===== src/verilog/pde_pkg.sv =====
/*
 * Shared constants and types for the power-down entry control block.
 * Assumes a single 200 MHz core clock and an active-low asynchronous reset.
 */
package pde_pkg;

  // ********************************************
  // widths and reset values
  // ********************************************
  localparam int unsigned PDE_WAKE_PINS = 16;
  localparam logic PDE_RST_FETCH_STOP = 1'b0;
  localparam logic PDE_RST_IN_POWER_DOWN = 1'b0;
  localparam logic PDE_RST_QUASI = 1'b0;
  localparam logic PDE_RST_IRQ_BLOCK = 1'b0;
  localparam logic PDE_RST_DONE = 1'b0;
  localparam logic PDE_RST_IGNORED = 1'b0;
  localparam logic PDE_RST_PERIPH_EN = 1'b1;

  // ********************************************
  // controller states
  // ********************************************
  typedef enum logic [1:0] {
    PDE_RUN = 2'b00,
    PDE_QUASI = 2'b01,
    PDE_POWER_DOWN = 2'b10
  } pde_state_t;

endpackage


===== src/verilog/pde_ctrl.sv =====
/*
 * Power-down entry control: decides whether a power-down instruction enters
 * power-down, is ignored, or leaves the cpu quasi-idle on affected silicon.
 * Assumes the cpu gives a one-cycle instruction strobe with the bus context
 * of that moment, and that the watchdog and reset logic live outside.
 */
`timescale 1ns/1ps
module pde_ctrl
  import pde_pkg::*;
#(
  parameter int unsigned WAKE_PINS = pde_pkg::PDE_WAKE_PINS,
  // 0 models fixed silicon: the erratum path is never taken
  parameter bit AFFECTED_SILICON = 1'b1
) (
  // clock and reset
  input wire logic core_clk,
  input wire logic rst_n,
  // instruction flow
  input wire logic power_down_instruction,
  input wire logic next_code_external,
  input wire logic prev_write_external,
  // bus configuration from the system config register
  input wire logic bus_multiplexed,
  input wire logic memory_tristate_wait_bit,
  input wire logic power_down_exit_select,
  // wake-up sources
  input wire logic nmi_n,
  input wire logic [WAKE_PINS-1:0] wake_pins_active,
  // status and control out
  output logic fetch_stop_q,
  output logic in_power_down_q,
  output logic quasi_idle_q,
  output logic irq_block_q,
  output logic wake_done_q,
  output logic instr_ignored_q,
  output logic periph_clk_en_q
);
  import pde_pkg::*;

  // ********************************************
  // wake source decode
  // ********************************************
  function automatic logic wake_source_active(input logic sel, input logic nmi_low_n,
                                              input logic [WAKE_PINS-1:0] pins);
    wake_source_active = sel ? (|pins) : nmi_low_n;
  endfunction
  // limitation: wake pins are taken as settled, synchronous levels

  pde_state_t state_q;
  pde_state_t state_d;
  logic blocked;
  logic quasi_hit;

  // blocked doubles as the wake condition once in power-down
  assign blocked = wake_source_active(power_down_exit_select, nmi_n, wake_pins_active);
  // the erratum path: external code after the instruction with a risky bus history
  // write history comes from the instruction just before the strobe
  assign quasi_hit = AFFECTED_SILICON && next_code_external &&
                     ((bus_multiplexed && !memory_tristate_wait_bit) || prev_write_external);

  // ********************************************
  // state machine
  // ********************************************
  always_comb begin
    state_d = state_q;
    case (state_q)
      PDE_RUN: begin
        // erratum check first: on affected parts it wins over the ignore test
        if (power_down_instruction) begin
          if (quasi_hit) begin
            state_d = PDE_QUASI;
          end else if (!blocked) begin
            state_d = PDE_POWER_DOWN;
          end
        end
      end
      PDE_QUASI: begin
        // only a low interrupt pin releases it; watchdog reset is the other exit
        if (!nmi_n) begin
          state_d = PDE_POWER_DOWN;
        end
      end
      PDE_POWER_DOWN: begin
        // a strobe here is refused; only the wake source moves the state
        if (blocked) begin
          state_d = PDE_RUN;
        end
      end
      default: begin
        // unused code: recover to run
        state_d = PDE_RUN;
      end
    endcase
  end

  // a watchdog reset arrives on rst_n; nothing here counts it
  always_ff @(posedge core_clk or negedge rst_n) begin
    if (!rst_n) begin
      state_q <= PDE_RUN;
    end else begin
      state_q <= state_d;
    end
  end

  // ********************************************
  // registered outputs
  // ********************************************
  always_ff @(posedge core_clk or negedge rst_n) begin
    if (!rst_n) begin
      fetch_stop_q <= PDE_RST_FETCH_STOP;
      in_power_down_q <= PDE_RST_IN_POWER_DOWN;
      quasi_idle_q <= PDE_RST_QUASI;
      irq_block_q <= PDE_RST_IRQ_BLOCK;
      periph_clk_en_q <= PDE_RST_PERIPH_EN;
    end else begin
      // decoded from the next state so every flag lines up with state_q
      fetch_stop_q <= (state_d != PDE_RUN);
      in_power_down_q <= (state_d == PDE_POWER_DOWN);
      quasi_idle_q <= (state_d == PDE_QUASI);
      irq_block_q <= (state_d == PDE_QUASI);
      // peripherals only stop in true power-down, so the watchdog still counts in quasi-idle
      periph_clk_en_q <= (state_d != PDE_POWER_DOWN);
    end
  end

  always_ff @(posedge core_clk or negedge rst_n) begin
    if (!rst_n) begin
      wake_done_q <= PDE_RST_DONE;
      instr_ignored_q <= PDE_RST_IGNORED;
    end else begin
      wake_done_q <= (state_q == PDE_POWER_DOWN) && (state_d == PDE_RUN);
      // back-to-back ignored strobes give a pulse longer than one cycle
      instr_ignored_q <= (state_q == PDE_RUN) && power_down_instruction && !quasi_hit && blocked;
    end
  end

  // ********************************************
  // checks
  // ********************************************
  // decisions one cycle after a strobe taken in run
  ignore_nmi_a: assert property (@(posedge core_clk) disable iff (!rst_n)
    (state_q == PDE_RUN && power_down_instruction && !quasi_hit && !power_down_exit_select && nmi_n)
      |=> (!in_power_down_q && instr_ignored_q && !fetch_stop_q))
    else $error("instruction not ignored with interrupt pin high");
  ignore_pins_a: assert property (@(posedge core_clk) disable iff (!rst_n)
    (state_q == PDE_RUN && power_down_instruction && !quasi_hit && power_down_exit_select && |wake_pins_active)
      |=> (!in_power_down_q && instr_ignored_q))
    else $error("instruction not ignored with wake pin active");
  down_enter_a: assert property (@(posedge core_clk) disable iff (!rst_n)
    (state_q == PDE_RUN && power_down_instruction && !quasi_hit && !blocked)
      |=> (in_power_down_q && fetch_stop_q && !periph_clk_en_q))
    else $error("power-down not entered");

  // erratum path: only with external code after the instruction
  quasi_mux_a: assert property (@(posedge core_clk) disable iff (!rst_n)
    (state_q == PDE_RUN && power_down_instruction && AFFECTED_SILICON && next_code_external &&
     bus_multiplexed && !memory_tristate_wait_bit) |=> quasi_idle_q)
    else $error("quasi-idle missed on multiplexed bus");
  quasi_write_a: assert property (@(posedge core_clk) disable iff (!rst_n)
    (state_q == PDE_RUN && power_down_instruction && AFFECTED_SILICON && next_code_external &&
     prev_write_external) |=> (quasi_idle_q && !in_power_down_q))
    else $error("quasi-idle missed after external write");
  quasi_gate_a: assert property (@(posedge core_clk) disable iff (!rst_n)
    (state_q == PDE_RUN && power_down_instruction && !(AFFECTED_SILICON && next_code_external))
      |=> !quasi_idle_q)
    else $error("quasi-idle entered without external code");

  // quasi-idle: cpu off the bus and off interrupts, peripherals still run
  quasi_fetch_a: assert property (@(posedge core_clk) disable iff (!rst_n)
    quasi_idle_q |-> (fetch_stop_q && !in_power_down_q))
    else $error("fetch running in quasi-idle");
  quasi_stay_a: assert property (@(posedge core_clk) disable iff (!rst_n)
    (state_q == PDE_QUASI && nmi_n) |=> (quasi_idle_q && fetch_stop_q))
    else $error("quasi-idle left without interrupt pin low");
  fetch_run_a: assert property (@(posedge core_clk) disable iff (!rst_n)
    (!quasi_idle_q && !in_power_down_q) |-> !fetch_stop_q)
    else $error("fetch stopped while running");
  quasi_periph_a: assert property (@(posedge core_clk) disable iff (!rst_n)
    quasi_idle_q |-> periph_clk_en_q)
    else $error("peripherals stopped in quasi-idle");
  periph_run_a: assert property (@(posedge core_clk) disable iff (!rst_n)
    !in_power_down_q |-> periph_clk_en_q)
    else $error("peripherals stopped outside power-down");
  quasi_irq_a: assert property (@(posedge core_clk) disable iff (!rst_n)
    quasi_idle_q |-> irq_block_q)
    else $error("interrupts open in quasi-idle");
  irq_open_a: assert property (@(posedge core_clk) disable iff (!rst_n)
    !quasi_idle_q |-> !irq_block_q)
    else $error("interrupts blocked outside quasi-idle");
  quasi_exit_a: assert property (@(posedge core_clk) disable iff (!rst_n)
    (state_q == PDE_QUASI && !nmi_n) |=> (in_power_down_q && !quasi_idle_q))
    else $error("quasi-idle did not proceed to power-down");

  // power-down, and strobes that arrive while the cpu is halted
  down_hold_a: assert property (@(posedge core_clk) disable iff (!rst_n)
    (in_power_down_q && !blocked) |=> in_power_down_q)
    else $error("power-down left without wake source");
  down_wake_a: assert property (@(posedge core_clk) disable iff (!rst_n)
    (state_q == PDE_POWER_DOWN && blocked) |=> (wake_done_q && !in_power_down_q && !fetch_stop_q))
    else $error("no resume on wake source");
  wake_pulse_a: assert property (@(posedge core_clk) disable iff (!rst_n)
    wake_done_q |=> !wake_done_q)
    else $error("wake pulse longer than one cycle");
  busy_refuse_a: assert property (@(posedge core_clk) disable iff (!rst_n)
    (state_q != PDE_RUN && power_down_instruction) |=> !instr_ignored_q)
    else $error("strobe acted on while halted");
  down_quiet_a: assert property (@(posedge core_clk) disable iff (!rst_n)
    in_power_down_q |-> (!quasi_idle_q && !irq_block_q && fetch_stop_q && !periph_clk_en_q))
    else $error("power-down outputs inconsistent");

endmodule


===== config.mk =====
export PLATFORM = sky130hd
export DESIGN_NAME = pde_ctrl
export DESIGN_NICKNAME = d
export VERILOG_FILES = /design/src/verilog/pde_pkg.sv /design/src/verilog/pde_ctrl.sv
export SDC_FILE = /design/constraint.sdc
export NUM_CORES = 1
export LEC_CHECK = 0
export ABC_AREA = 1
export ABC_CLOCK_PERIOD_IN_PS = 1230
export BUFFER_PORTS_ARGS = -buffer_cell sky130_fd_sc_hd__buf_2
export CAP_MARGIN = 20
export CORE_AREA = 2 2 39 41
export DETAILED_ROUTE_END_ITERATION = 16
export DIE_AREA = 0 0 41 43
export PLACE_DENSITY = 0.77
export SLEW_MARGIN = 10
export SYNTH_ARGS = -nofsm -noshare
export SYNTH_HDL_FRONTEND = slang
export SYNTH_SLANG_ARGS = --single-unit

===== constraint.sdc =====
create_clock -name core_clk -period 1.23 [get_ports core_clk]
set_clock_uncertainty 0.2 [all_clocks]
set_input_delay 0.123 -clock core_clk [delete_from_list [all_inputs] [get_ports core_clk]]
set_output_delay 0.123 -clock core_clk [all_outputs]
set_load 0.03 [all_outputs]

# After elaboration in Yosys (flattened, before gate mapping)
# Cells that the tools add are included.
[totals] elab_cells=32 register_bits=8 output_inout_bits=7
[classes] eq_ne=5 n_reduce_logical=13 mux=7
[op_table] operator="16-bit OR reduction" count=1
[op_table] operator="2-bit two-way mux" count=5
[op_table] operator="1-bit logical AND" count=6
[op_table] operator="2-bit one-hot mux with 3 select lines" count=1
[op_table] operator="2-bit by 1-bit equality test with 1-bit output (second input constant)" count=2
[op_table] operator="2-bit equality test (second input constant)" count=2
[op_table] operator="2-bit zero test" count=2
[op_table] operator="1-bit zero test" count=2
[op_table] operator="2-bit inequality test (second input constant)" count=1
[op_table] operator="2-bit nonzero test" count=1
[op_table] operator="1-bit logical OR" count=1
[op_table] operator="1-bit two-way mux" count=1

# Longest topological paths before layout
# Gate-level depths: netlist (run 1).
[depth] depth_word=9 mapped_depth=10

# Worst setup path before layout (run 1)
# No wires, ideal clock.
[synth_timing] path_type="register to register" from="register state_q[0]" to="register wake_done_q" arrival_time_ns=0.936 path_buffers=0 setup_slack_ns=-0.030 setup_ns=0.125 stages_incl_launch_ff=7 path_cell_list="dfrtp_1 > nor3b_2 > nand2_2 > o21ai_1 > nand2_1 > nand2_2 > nor3_1"
[synth_via] elab_chain_cells=6 elab_cells_between_ends=11
[synth_lines] element="start, declared" line_no="pde_ctrl.sv:49" source="pde_state_t state_q;"
[synth_lines] element="start signal, assigned" line_no="pde_ctrl.sv:101" source="state_q <= state_d;"
[synth_lines] element="2-bit two-way mux" line_no="pde_ctrl.sv:72" source="end else if (!blocked) begin"
[synth_lines] element="2-bit two-way mux" line_no="pde_ctrl.sv:70" source="if (quasi_hit) begin"
[synth_lines] element="2-bit two-way mux" line_no="pde_ctrl.sv:69" source="if (power_down_instruction) begin"
[synth_lines] element="2-bit one-hot mux with 3 select lines" line_no="pde_ctrl.sv:66" source="case (state_q)"
[synth_lines] element="2-bit zero test" line_no="pde_ctrl.sv:131" source="wake_done_q <= (state_q == PDE_POWER_DOWN) && (state_d == PDE_RUN);"
[synth_lines] element="1-bit logical AND *" line_no="pde_ctrl.sv:131"
[synth_lines] element="end signal, assigned" line_no="pde_ctrl.sv:131"
[synth_lines] element="end, declared" line_no="pde_ctrl.sv:34" source="output logic wake_done_q,"
# Mark *: on every way between the ends. The rest lies on a longest branch, timed or not.

# Final worst setup path (run 1)
[layout_timing] from="register state_q[1]" to="register fetch_stop_q"
[layout_via] elab_chain_cells=5 elab_cells_between_ends=10
[layout_lines] element="2-bit two-way mux" line_no="pde_ctrl.sv:72"
[layout_lines] element="2-bit two-way mux" line_no="pde_ctrl.sv:70"
[layout_lines] element="2-bit two-way mux" line_no="pde_ctrl.sv:69"
[layout_lines] element="2-bit one-hot mux with 3 select lines *" line_no="pde_ctrl.sv:66"
[layout_lines] element="2-bit nonzero test *" line_no="pde_ctrl.sv:117" source="fetch_stop_q <= (state_d != PDE_RUN);"
[layout_lines] element="end signal, assigned" line_no="pde_ctrl.sv:117"
[layout_lines] element="end, declared" line_no="pde_ctrl.sv:30" source="output logic fetch_stop_q,"
# Marks and branches as above.

==> impl_metrics.yaml, run 1 <==
outcome:
  status: "complete, but fails checks"
  violations: "hold timing, setup timing"
floorplanning:
  fp.coreArea_mm2: 0.00138
  ios: 32
  die_h_um: 43
  dieArea_mm2: 0.00176
  fp-row-count: 14
  fp.dieW_um: 41
  start_util: 0.297
global_routing:
  grt_pass1_vias: 432
  antenna_found_initial: 0
  grt_max_degree: 9
  grt_pass1_wl_mm: 1.50
  grtUsageTotal: 0.127
  grt_overflow_total: 0
worst_hold_path:
  min_delay_worst_endpoint: "instr_ignored_q"
  hp-start: "next_code_external"
  holdPathStages: 4
  min_path_type: "in2reg"
synth:
  yosysSeqAreaShare: 0.491
  synth_area_per_cell_um2: 8.21
  synthesis.area_um2: 410
  syn_inst: 50
  syn-num-nets: 75
  synth_seq_cells: 8
  synth_warnings: 0
  ys_types: 16
sta:
  drv_slew: 0
  hold_violations: 1
  worst_slack_ns: -0.0984
  maxSlewHeadroom: 0.773
  tightest_slew_ns: 0.341
  rsz0062_at_grt: "true"
  hold_ws_ns: -0.0286
  max_freq_mhz: 753
  finalSetupViolations: 7
  fin_crit_ns: 1.33
  finalCritPeriodShare: 1.08
detailed_routing:
  via_per_inst: 4.14
  via_count: 426
  drt-initial-drc-count: 2
  wl_per_cell_um: 9.02
  wirelength_um: 929
  drcViolationCount: 0
  drtPass1Iterations: 2
  antenna_left: 0
clocking:
  numCtsBuffers: 3
  clock_sinks: 8
  clock_latency_ns: 0.26
  clkTransAtPathRegs_ns: 0.07
  clk_path_buf_depth: 2
  holdBufCountCts: 1
  cts_tree: "built"
  ctsRootBufferMaster: "clkbuf_4"
  ctsHtreeMaxLevel: 1
final_layout:
  fin_nets: 113
  antennaDiodeCount: 0
  area_growth_pct: 55.8
  drive_above_1_share: 0.506
  fin_util: 0.462
  multi_input_area_um2: 168
  ff_latch_area_um2: 201
  fillCellCount: 145
power_and_ir_drop:
  p_leak_nw: 0.398
  netSwitchingPower_uw: 257
  p_comb_frac: 0.304
  powerDensity_mw_per_mm2: 1220
  switching_share: 0.331
  intPower_uw: 520
  seqPwrFrac: 0.405
  clkPwrFrac: 0.291
  ir_drop_mv: 0.522
worst_setup_path:
  r2r_setup_slack_ns: -0.1
  cp-start-kind: "register"
  ff2ff_path_depth: 7
  timing.rr.start: "state_q[1]"
  arrival_ns: 1.32
  timing.critical_path.fanout_max: 4
  path_class: "reg2reg"
  cp.required_ns: 1.22
  reg2reg_to: "fetch_stop_q"
  worstSetupEndpointType: "register"
placement:
  portBuffers: 31
  gp_congestion: 0.739
  hpwl_um: 741
job:
  drv_cap: 0
[how the worst max path moves through the flow]
stage,end,depth (start not counted),start,slack (ns)
2_1_floorplan,wake_done_q,6,state_q[0],-0.03
3_3_place_gp,fetch_stop_q,7,state_q[1],-0.04
3_5_place_dp,fetch_stop_q,7,state_q[1],-0.11
4_1_cts,fetch_stop_q,7,state_q[0],-0.12
5_1_grt,fetch_stop_q,7,state_q[1],-0.17
6_report,fetch_stop_q,7,state_q[1],-0.1
[cell families after synthesis]
kind of cell    synth area share
flops                      0.491
compound gates            0.0488
simple gates               0.351
buf+inv                    0.110
[metal layers]
layer / vias to the layer above / wire length (um) / track usage
met5: - / 0 / 0
met4: 0 / 0 / 0.0600
met3: 0 / 36 / 0.0471
met2: 6 / 575 / 0.228
met1: 198 / 317 / 0.114
li1: 222 / - / -
[timing repair]
item | 4_1_cts | 5_1_grt
pin swaps | 0 | 0
endpoints found under the setup margin | 7 | 8
endpoints found under the hold margin | 9 | 1
buffers inserted | 1 | 0
gates cloned | 0 | 0
resized for setup | 2 | 1
[cells in the final DEF (no fill, tap or decap)]
cell type,n
buf_2,30
nand2_1,11
nor2_1,9
inv_1,9
dfrtp_1,7
clkbuf_4,3
nand2_2,2
buf_4,2
or2_0,1
nor3_4,1
nand3_1,1
o21bai_1,1
nor3b_2,1
o21ai_2,1
nand2_4,1
a22oi_1,1
inv_2,1
nor3_1,1
clkbuf_1,1
dlygate4sd3_1,1
buf_6,1
dfstp_2,1
[through the flow]
stage | TNS, ns | worst slack [ns] | area [um^2] | cells | power, mW
floorplan | -0.0951 | -0.0303 | 410 | 50 | 0.455
global placement | -0.109 | -0.0358 | 586 | 97 | 0.533
detailed placement | -0.463 | -0.109 | 586 | 97 | 0.539
CTS | -0.515 | -0.125 | 636 | 103 | 0.784
global route | -0.905 | -0.168 | 639 | 103 | 0.823
finish | -0.454 | -0.0984 | 639 | 103 | 0.778
[cells in the mapped netlist]
cell type | instances | area [um^2]
nand2_1 | 11 | 41.3
inv_1 | 10 | 37.5
nor2_1 | 9 | 33.8
dfrtp_1 | 7 | 175
nand2_2 | 2 | 12.5
a22oi_1 | 1 | 7.51
buf_4 | 1 | 7.51
dfstp_2 | 1 | 26.3
nand2_4 | 1 | 11.3
nand3_1 | 1 | 5.00
nor3_1 | 1 | 5.00
nor3_4 | 1 | 16.3
nor3b_2 | 1 | 12.5
o21ai_1 | 1 | 5.00
o21bai_1 | 1 | 7.51
or2_0 | 1 | 6.26
[layout make-up]
type                    count  share of cell area
clock buffers               4              0.0411
flip-flops and latches      8               0.315
well taps                  16              0.0313
multi-input cells          31               0.262
repair buffers             34               0.292
inverters                  10              0.0587
[power groups by stage]
stage | Sequential (mW) | Clock (mW) | Combinational [mW]
global route | 0.319 | 0.245 | 0.258
finish | 0.315 | 0.226 | 0.237
CTS | 0.315 | 0.234 | 0.235
floorplan | 0.377 | 0 | 0.0777
detailed placement | 0.320 | 0 | 0.220
global placement | 0.318 | 0 | 0.215
[worst max-delay path, cell delays in order (launching register included)]
cell	delay, ns
dfrtp_1	0.40
nor3b_2	0.24
nand2_2	0.09
o21ai_2	0.06
nand2_1	0.07
nand2_2	0.08
nand2_4	0.06
nand2_1	0.06
[state kept, by name, indices dropped and copies added (netlist names)]
register	count
fetch_stop_q	1
in_power_down_q	1
instr_ignored_q	1
irq_block_q	1
periph_clk_en_q	1
state_q	2
wake_done_q	1
(Power assumes the default switching activity.)
==> run 2, diff against run 1 <==
--- a/config.mk
+++ b/config.mk
@@ -10,9 +10,11 @@
 export BUFFER_PORTS_ARGS = -buffer_cell sky130_fd_sc_hd__buf_2
 export CAP_MARGIN = 20
 export CORE_AREA = 2 2 39 41
+export CTS_BUF_LIST = sky130_fd_sc_hd__clkbuf_8
 export DETAILED_ROUTE_END_ITERATION = 16
 export DIE_AREA = 0 0 41 43
 export PLACE_DENSITY = 0.77
+export SETUP_SLACK_MARGIN = 0.5
 export SLEW_MARGIN = 10
 export SYNTH_ARGS = -nofsm -noshare
 export SYNTH_HDL_FRONTEND = slang
==> impl_metrics.yaml, run 2 (synthesis results as in run 1) <==
outcome:
  status: "complete, but fails checks"
  violations: "hold timing, setup timing"
final_layout:
  fin_nets: 113
  final_common_cell: "buf_2"
  drive_above_1_share: 0.529
  antennaDiodeCount: 0
  largest_register: "state_q"
  area_growth_pct: 70.1
  largest_reg_flops: 2
  mostFrequentLayoutCells: "buf_2, nand2_1, inv_1"
worst_setup_path:
  worstSetupEndpointType: "register"
  timing.critical_path.fanout_max: 4
  path_class: "reg2reg"
  cp.required_ns: 1.20
  arrival_ns: 1.30
  cp-start-kind: "register"
detailed_routing:
  antenna_left: 0
  drtPass1Iterations: 1
  top_layer_used: "met4"
  met1Wirelength_um: 275
  drt-initial-drc-count: 0
  drcViolationCount: 0
  via_per_inst: 4.09
  via_count: 421
  dr_wl_met2_um: 535
  wirelength_um: 884
  wl_per_cell_um: 8.58
  wl_met3_um: 53
sta:
  finalSetupViolations: 7
  maxSlewHeadroom: 0.785
  max_freq_mhz: 753
  drv_slew: 0
  hold_ws_ns: -0.0259
  tightest_slew_ns: 0.323
  rsz0062_at_grt: "true"
  worst_slack_ns: -0.0986
  finalCritPeriodShare: 1.08
  hold_violations: 1
  fin_crit_ns: 1.33
placement:
  hpwl_um: 759
  portBuffers: 31
  gp_congestion: 0.747
global_routing:
  grt_max_degree: 9
  grtUsageTotal: 0.134
  grt_overflow_total: 0
  grt_pass1_vias: 427
  antenna_found_initial: 0
  grt_pass1_wl_mm: 1.53
floorplanning:
  die_h_um: 43
  fp.dieW_um: 41
  start_util: 0.297
  ios: 32
  dieArea_mm2: 0.00176
  fp.coreArea_mm2: 0.00138
  fp-row-count: 14
power_and_ir_drop:
  ir_drop_mv: 0.738
  p_leak_nw: 0.412
  power_uw: 907
  powerDensity_mw_per_mm2: 1300
clocking:
  cts_tree: "built"
  clk_path_buf_depth: 2
  clock_latency_ns: 0.22
  clkTransAtPathRegs_ns: 0.04
  holdBufCountCts: 1
  ctsRootBufferMaster: "clkbuf_8"
  numCtsBuffers: 3
  clock_sinks: 8
  ctsHtreeMaxLevel: 1
worst_hold_path:
  min_path_type: "in2reg"
job:
  drv_cap: 0
run 2: changes by cell type in the layout (fill, tap and decap cells not counted), moves of 2 or more:
cell      previous run  this run
buf_2               30        23
dfrtp_2              0         3
buf_6                1         7
clkbuf_4             3         1
dfrtp_1              7         4
clkbuf_8             0         3
run 2: through the flow:
stage | util | instance area [um^2] | TNS, ns | worst slack (ns) | cells
after floorplan | - | 418 | -0.0971 | -0.0299 | 50
after global placement | 0.426 | 589 | -0.113 | -0.0357 | 97
after detailed placement | 0.426 | 589 | -0.475 | -0.105 | 97
after CTS | 0.497 | 688 | -0.508 | -0.109 | 102
after global routing | 0.505 | 698 | -1.14 | -0.202 | 103
final | 0.505 | 698 | -0.459 | -0.0986 | 103
run 2: layer usage:
layer,GRT usage,up-vias
met5,0,-
met1,0.103,188
li1,-,220
met3,0.0628,4
met2,0.241,9
met4,0.0800,0
run 2: worst paths after layout:
| kind | from | endpoint | slack, ns | depth (start not counted) |
|---|---|---|---|---|
| max | state_q[1] | fetch_stop_q | -0.1 | 7 |
| min | next_code_external | instr_ignored_q | -0.03 | 4 |
| max reg2reg | state_q[1] | fetch_stop_q | -0.1 | 7 |
| min reg2reg | state_q[1] | instr_ignored_q | 0.38 | 3 |
| max in group asynchronous | rst_n | periph_clk_en_q | 0.55 | 2 |
| min in group asynchronous | rst_n | wake_done_q | 0.06 | 2 |
run 2: final cells by class:
| cell class | count | area (um^2) |
|---|---|---|
| fillers | 131 | 686 |
| repair buffers | 34 | 226 |
| flip-flops and latches | 8 | 205 |
| multi-input cells | 31 | 164 |
| clock buffers | 3 | 41.3 |
| inverters | 10 | 37.5 |
| well taps | 16 | 20.0 |
| clock inverters | 1 | 3.75 |
run 2: repair_timing:
item / 4_1_cts / 5_1_grt
resized for setup: 14 / 1
endpoints found under the hold margin: 9 / 1
buffers inserted: 0 / 1
setup endpoints to repair: 15 / 16
pin swaps: 0 / 1
run 2: critical path, stage by stage (launching register included):
cell and delay, ns:
dfrtp_1 0.40, nor3b_2 0.25, nand2_2 0.08, o21ai_1 0.07, nand2_1 0.07, nand2_2 0.08, nand2_4 0.06, nand2_1 0.05
run 2: report_power, final:
| group | internal, mW | leakage [nW] | switching, mW |
|---|---|---|---|
| sequential | 0.304 | 0.0986 | 0.0221 |
| clock | 0.216 | 0.0269 | 0.102 |
| combinational | 0.125 | 0.286 | 0.137 |
==> run 3, diff against run 2 <==
--- a/config.mk
+++ b/config.mk
@@ -13,7 +13,7 @@
 export CTS_BUF_LIST = sky130_fd_sc_hd__clkbuf_8
 export DETAILED_ROUTE_END_ITERATION = 16
 export DIE_AREA = 0 0 41 43
-export PLACE_DENSITY = 0.77
+export PLACE_DENSITY = 0.68
 export SETUP_SLACK_MARGIN = 0.5
 export SLEW_MARGIN = 10
 export SYNTH_ARGS = -nofsm -noshare
==> impl_metrics.yaml, run 3 (synthesis results as in run 1) <==
outcome:
  status: "complete, but fails checks"
  violations: "setup timing"
final_layout:
  fin_util: 0.513
  final_common_cell: "buf_2"
  largest_reg_flops: 2
  area_growth_pct: 72.9
  drive_above_1_share: 0.545
  fin_nets: 114
  antennaDiodeCount: 0
  stdcell_area_um2: 709
  largest_register: "state_q"
  mostFrequentLayoutCells: "buf_2, nand2_1, inv_1"
  fin_cells: 104
detailed_routing:
  antenna_left: 0
  via_count: 439
  via_per_inst: 4.22
  drtPass1Iterations: 2
  wirelength_um: 946
  wl_per_cell_um: 9.10
  drt-initial-drc-count: 1
  drcViolationCount: 0
sta:
  finalCritPeriodShare: 1.08
  drv_slew: 0
  rsz0062_at_grt: "true"
  hold_violations: 0
  tightest_slew_ns: 0.312
  maxSlewHeadroom: 0.792
  max_freq_mhz: 756
  worst_slack_ns: -0.0928
  finalSetupViolations: 7
  fin_crit_ns: 1.32
placement:
  placed_cells: 97
  dpl_cell_area_um2: 589
  gp_congestion: 0.816
  portBuffers: 31
  hpwl_um: 710
worst_setup_path:
  cp-start-kind: "register"
  path_common_cell: "nand2_1"
  path_class: "reg2reg"
  timing.critical_path.fanout_max: 3
  arrival_ns: 1.22
  path_buf_inv: 2
  crit_slowest_cell: "dfrtp_1"
  cpLargestDelayFamily: "flip-flops"
  slowest_delay_ns: 0.38
  crit_chain: "buf_4 -> nand2_1 -> inv_1 -> a22oi_1 -> nand2_1"
  cp.required_ns: 1.13
  worstSetupEndpointType: "register"
clocking:
  numCtsBuffers: 3
  ctsRootBufferMaster: "clkbuf_8"
  clk_path_buf_depth: 2
  ctsHtreeMaxLevel: 1
  clock_latency_ns: 0.22
  cts_tree: "built"
  clock_sinks: 8
  clkTransAtPathRegs_ns: 0.04
worst_hold_path:
  min_path_type: "in2reg"
global_routing:
  grt_max_degree: 9
  antenna_found_initial: 0
  grt_pass1_wl_mm: 1.67
  grtUsageTotal: 0.141
  grt_overflow_total: 0
  grt_pass1_vias: 439
power_and_ir_drop:
  powerDensity_mw_per_mm2: 1290
  p_leak_nw: 0.419
  ir_drop_mv: 0.986
floorplanning:
  ios: 32
  fp-row-count: 14
  fp.dieW_um: 41
  die_h_um: 43
  start_util: 0.297
  fp.coreArea_mm2: 0.00138
  dieArea_mm2: 0.00176
job:
  drv_cap: 0
run 3: cell types whose count changed in the layout (fill, tap and decap cells not counted), sizes merged:
cell,change
buf,+1
run 3: power by group:
| part | switching, mW | total, mW | internal (mW) |
|---|---|---|---|
| registers | 0.0215 | 0.326 | 0.304 |
| logic | 0.145 | 0.277 | 0.132 |
| clock network | 0.0981 | 0.314 | 0.216 |
| total | 0.265 | 0.916 | 0.651 |
run 3: final timing paths:
kind                                    start               to  slack, ns  depth (start not counted)
max                                state_q[0]     fetch_stop_q      -0.09                          5
min                        next_code_external  instr_ignored_q      0.001                          4
max reg2reg                        state_q[0]     fetch_stop_q      -0.09                          5
min reg2reg                        state_q[0]  instr_ignored_q       0.35                          3
max in group asynchronous               rst_n  periph_clk_en_q       0.53                          2
min in group asynchronous               rst_n  in_power_down_q       0.08                          2
run 3: cell type report:
class | count | area (um^2)
fillers | 134 | 674
repair buffers | 35 | 234
flip-flops and latches | 8 | 205
multi-input cells | 31 | 168
clock buffers | 3 | 41.3
inverters | 10 | 37.5
well taps | 16 | 20.0
clock inverters | 1 | 3.75
run 3: through the flow:
step                      hold WS (ns)  setup slack [ns]  setup TNS, ns  total power [mW]
after global placement          -0.233           -0.0477         -0.172             0.535
after global routing           0.00990            -0.173          -1.05             0.979
after CTS                      -0.0325            -0.105         -0.415             0.918
after floorplan                 -0.373           -0.0299        -0.0971             0.460
final                          0.00112           -0.0928         -0.474             0.916
after detailed placement        -0.232            -0.107         -0.463             0.540
run 3: repair_timing:
action                     CTS  global route
hold buffers                 1             0
setup endpoints to repair   15            16
gates resized for setup     14             2
cloned                       0             0
hold endpoints to repair     9             0
buffers inserted             1             1
pin swaps                    0             3
run 3: routing by layer:
| layer | vias up | global-route usage | wire length (um) |
|---|---|---|---|
| li1 | 223 | - | - |
| met1 | 203 | 0.138 | 316 |
| met2 | 11 | 0.247 | 574 |
| met3 | 2 | 0.0838 | 53 |
| met4 | 0 | 0.0200 | 2 |
| met5 | - | 0 | 0 |
run 3: tightest hold or removal path, cell delays in order:
cell	delay, ns
buf_2	0.07
nand2_1	0.07
nand2_2	0.09
nor2_1	0.04
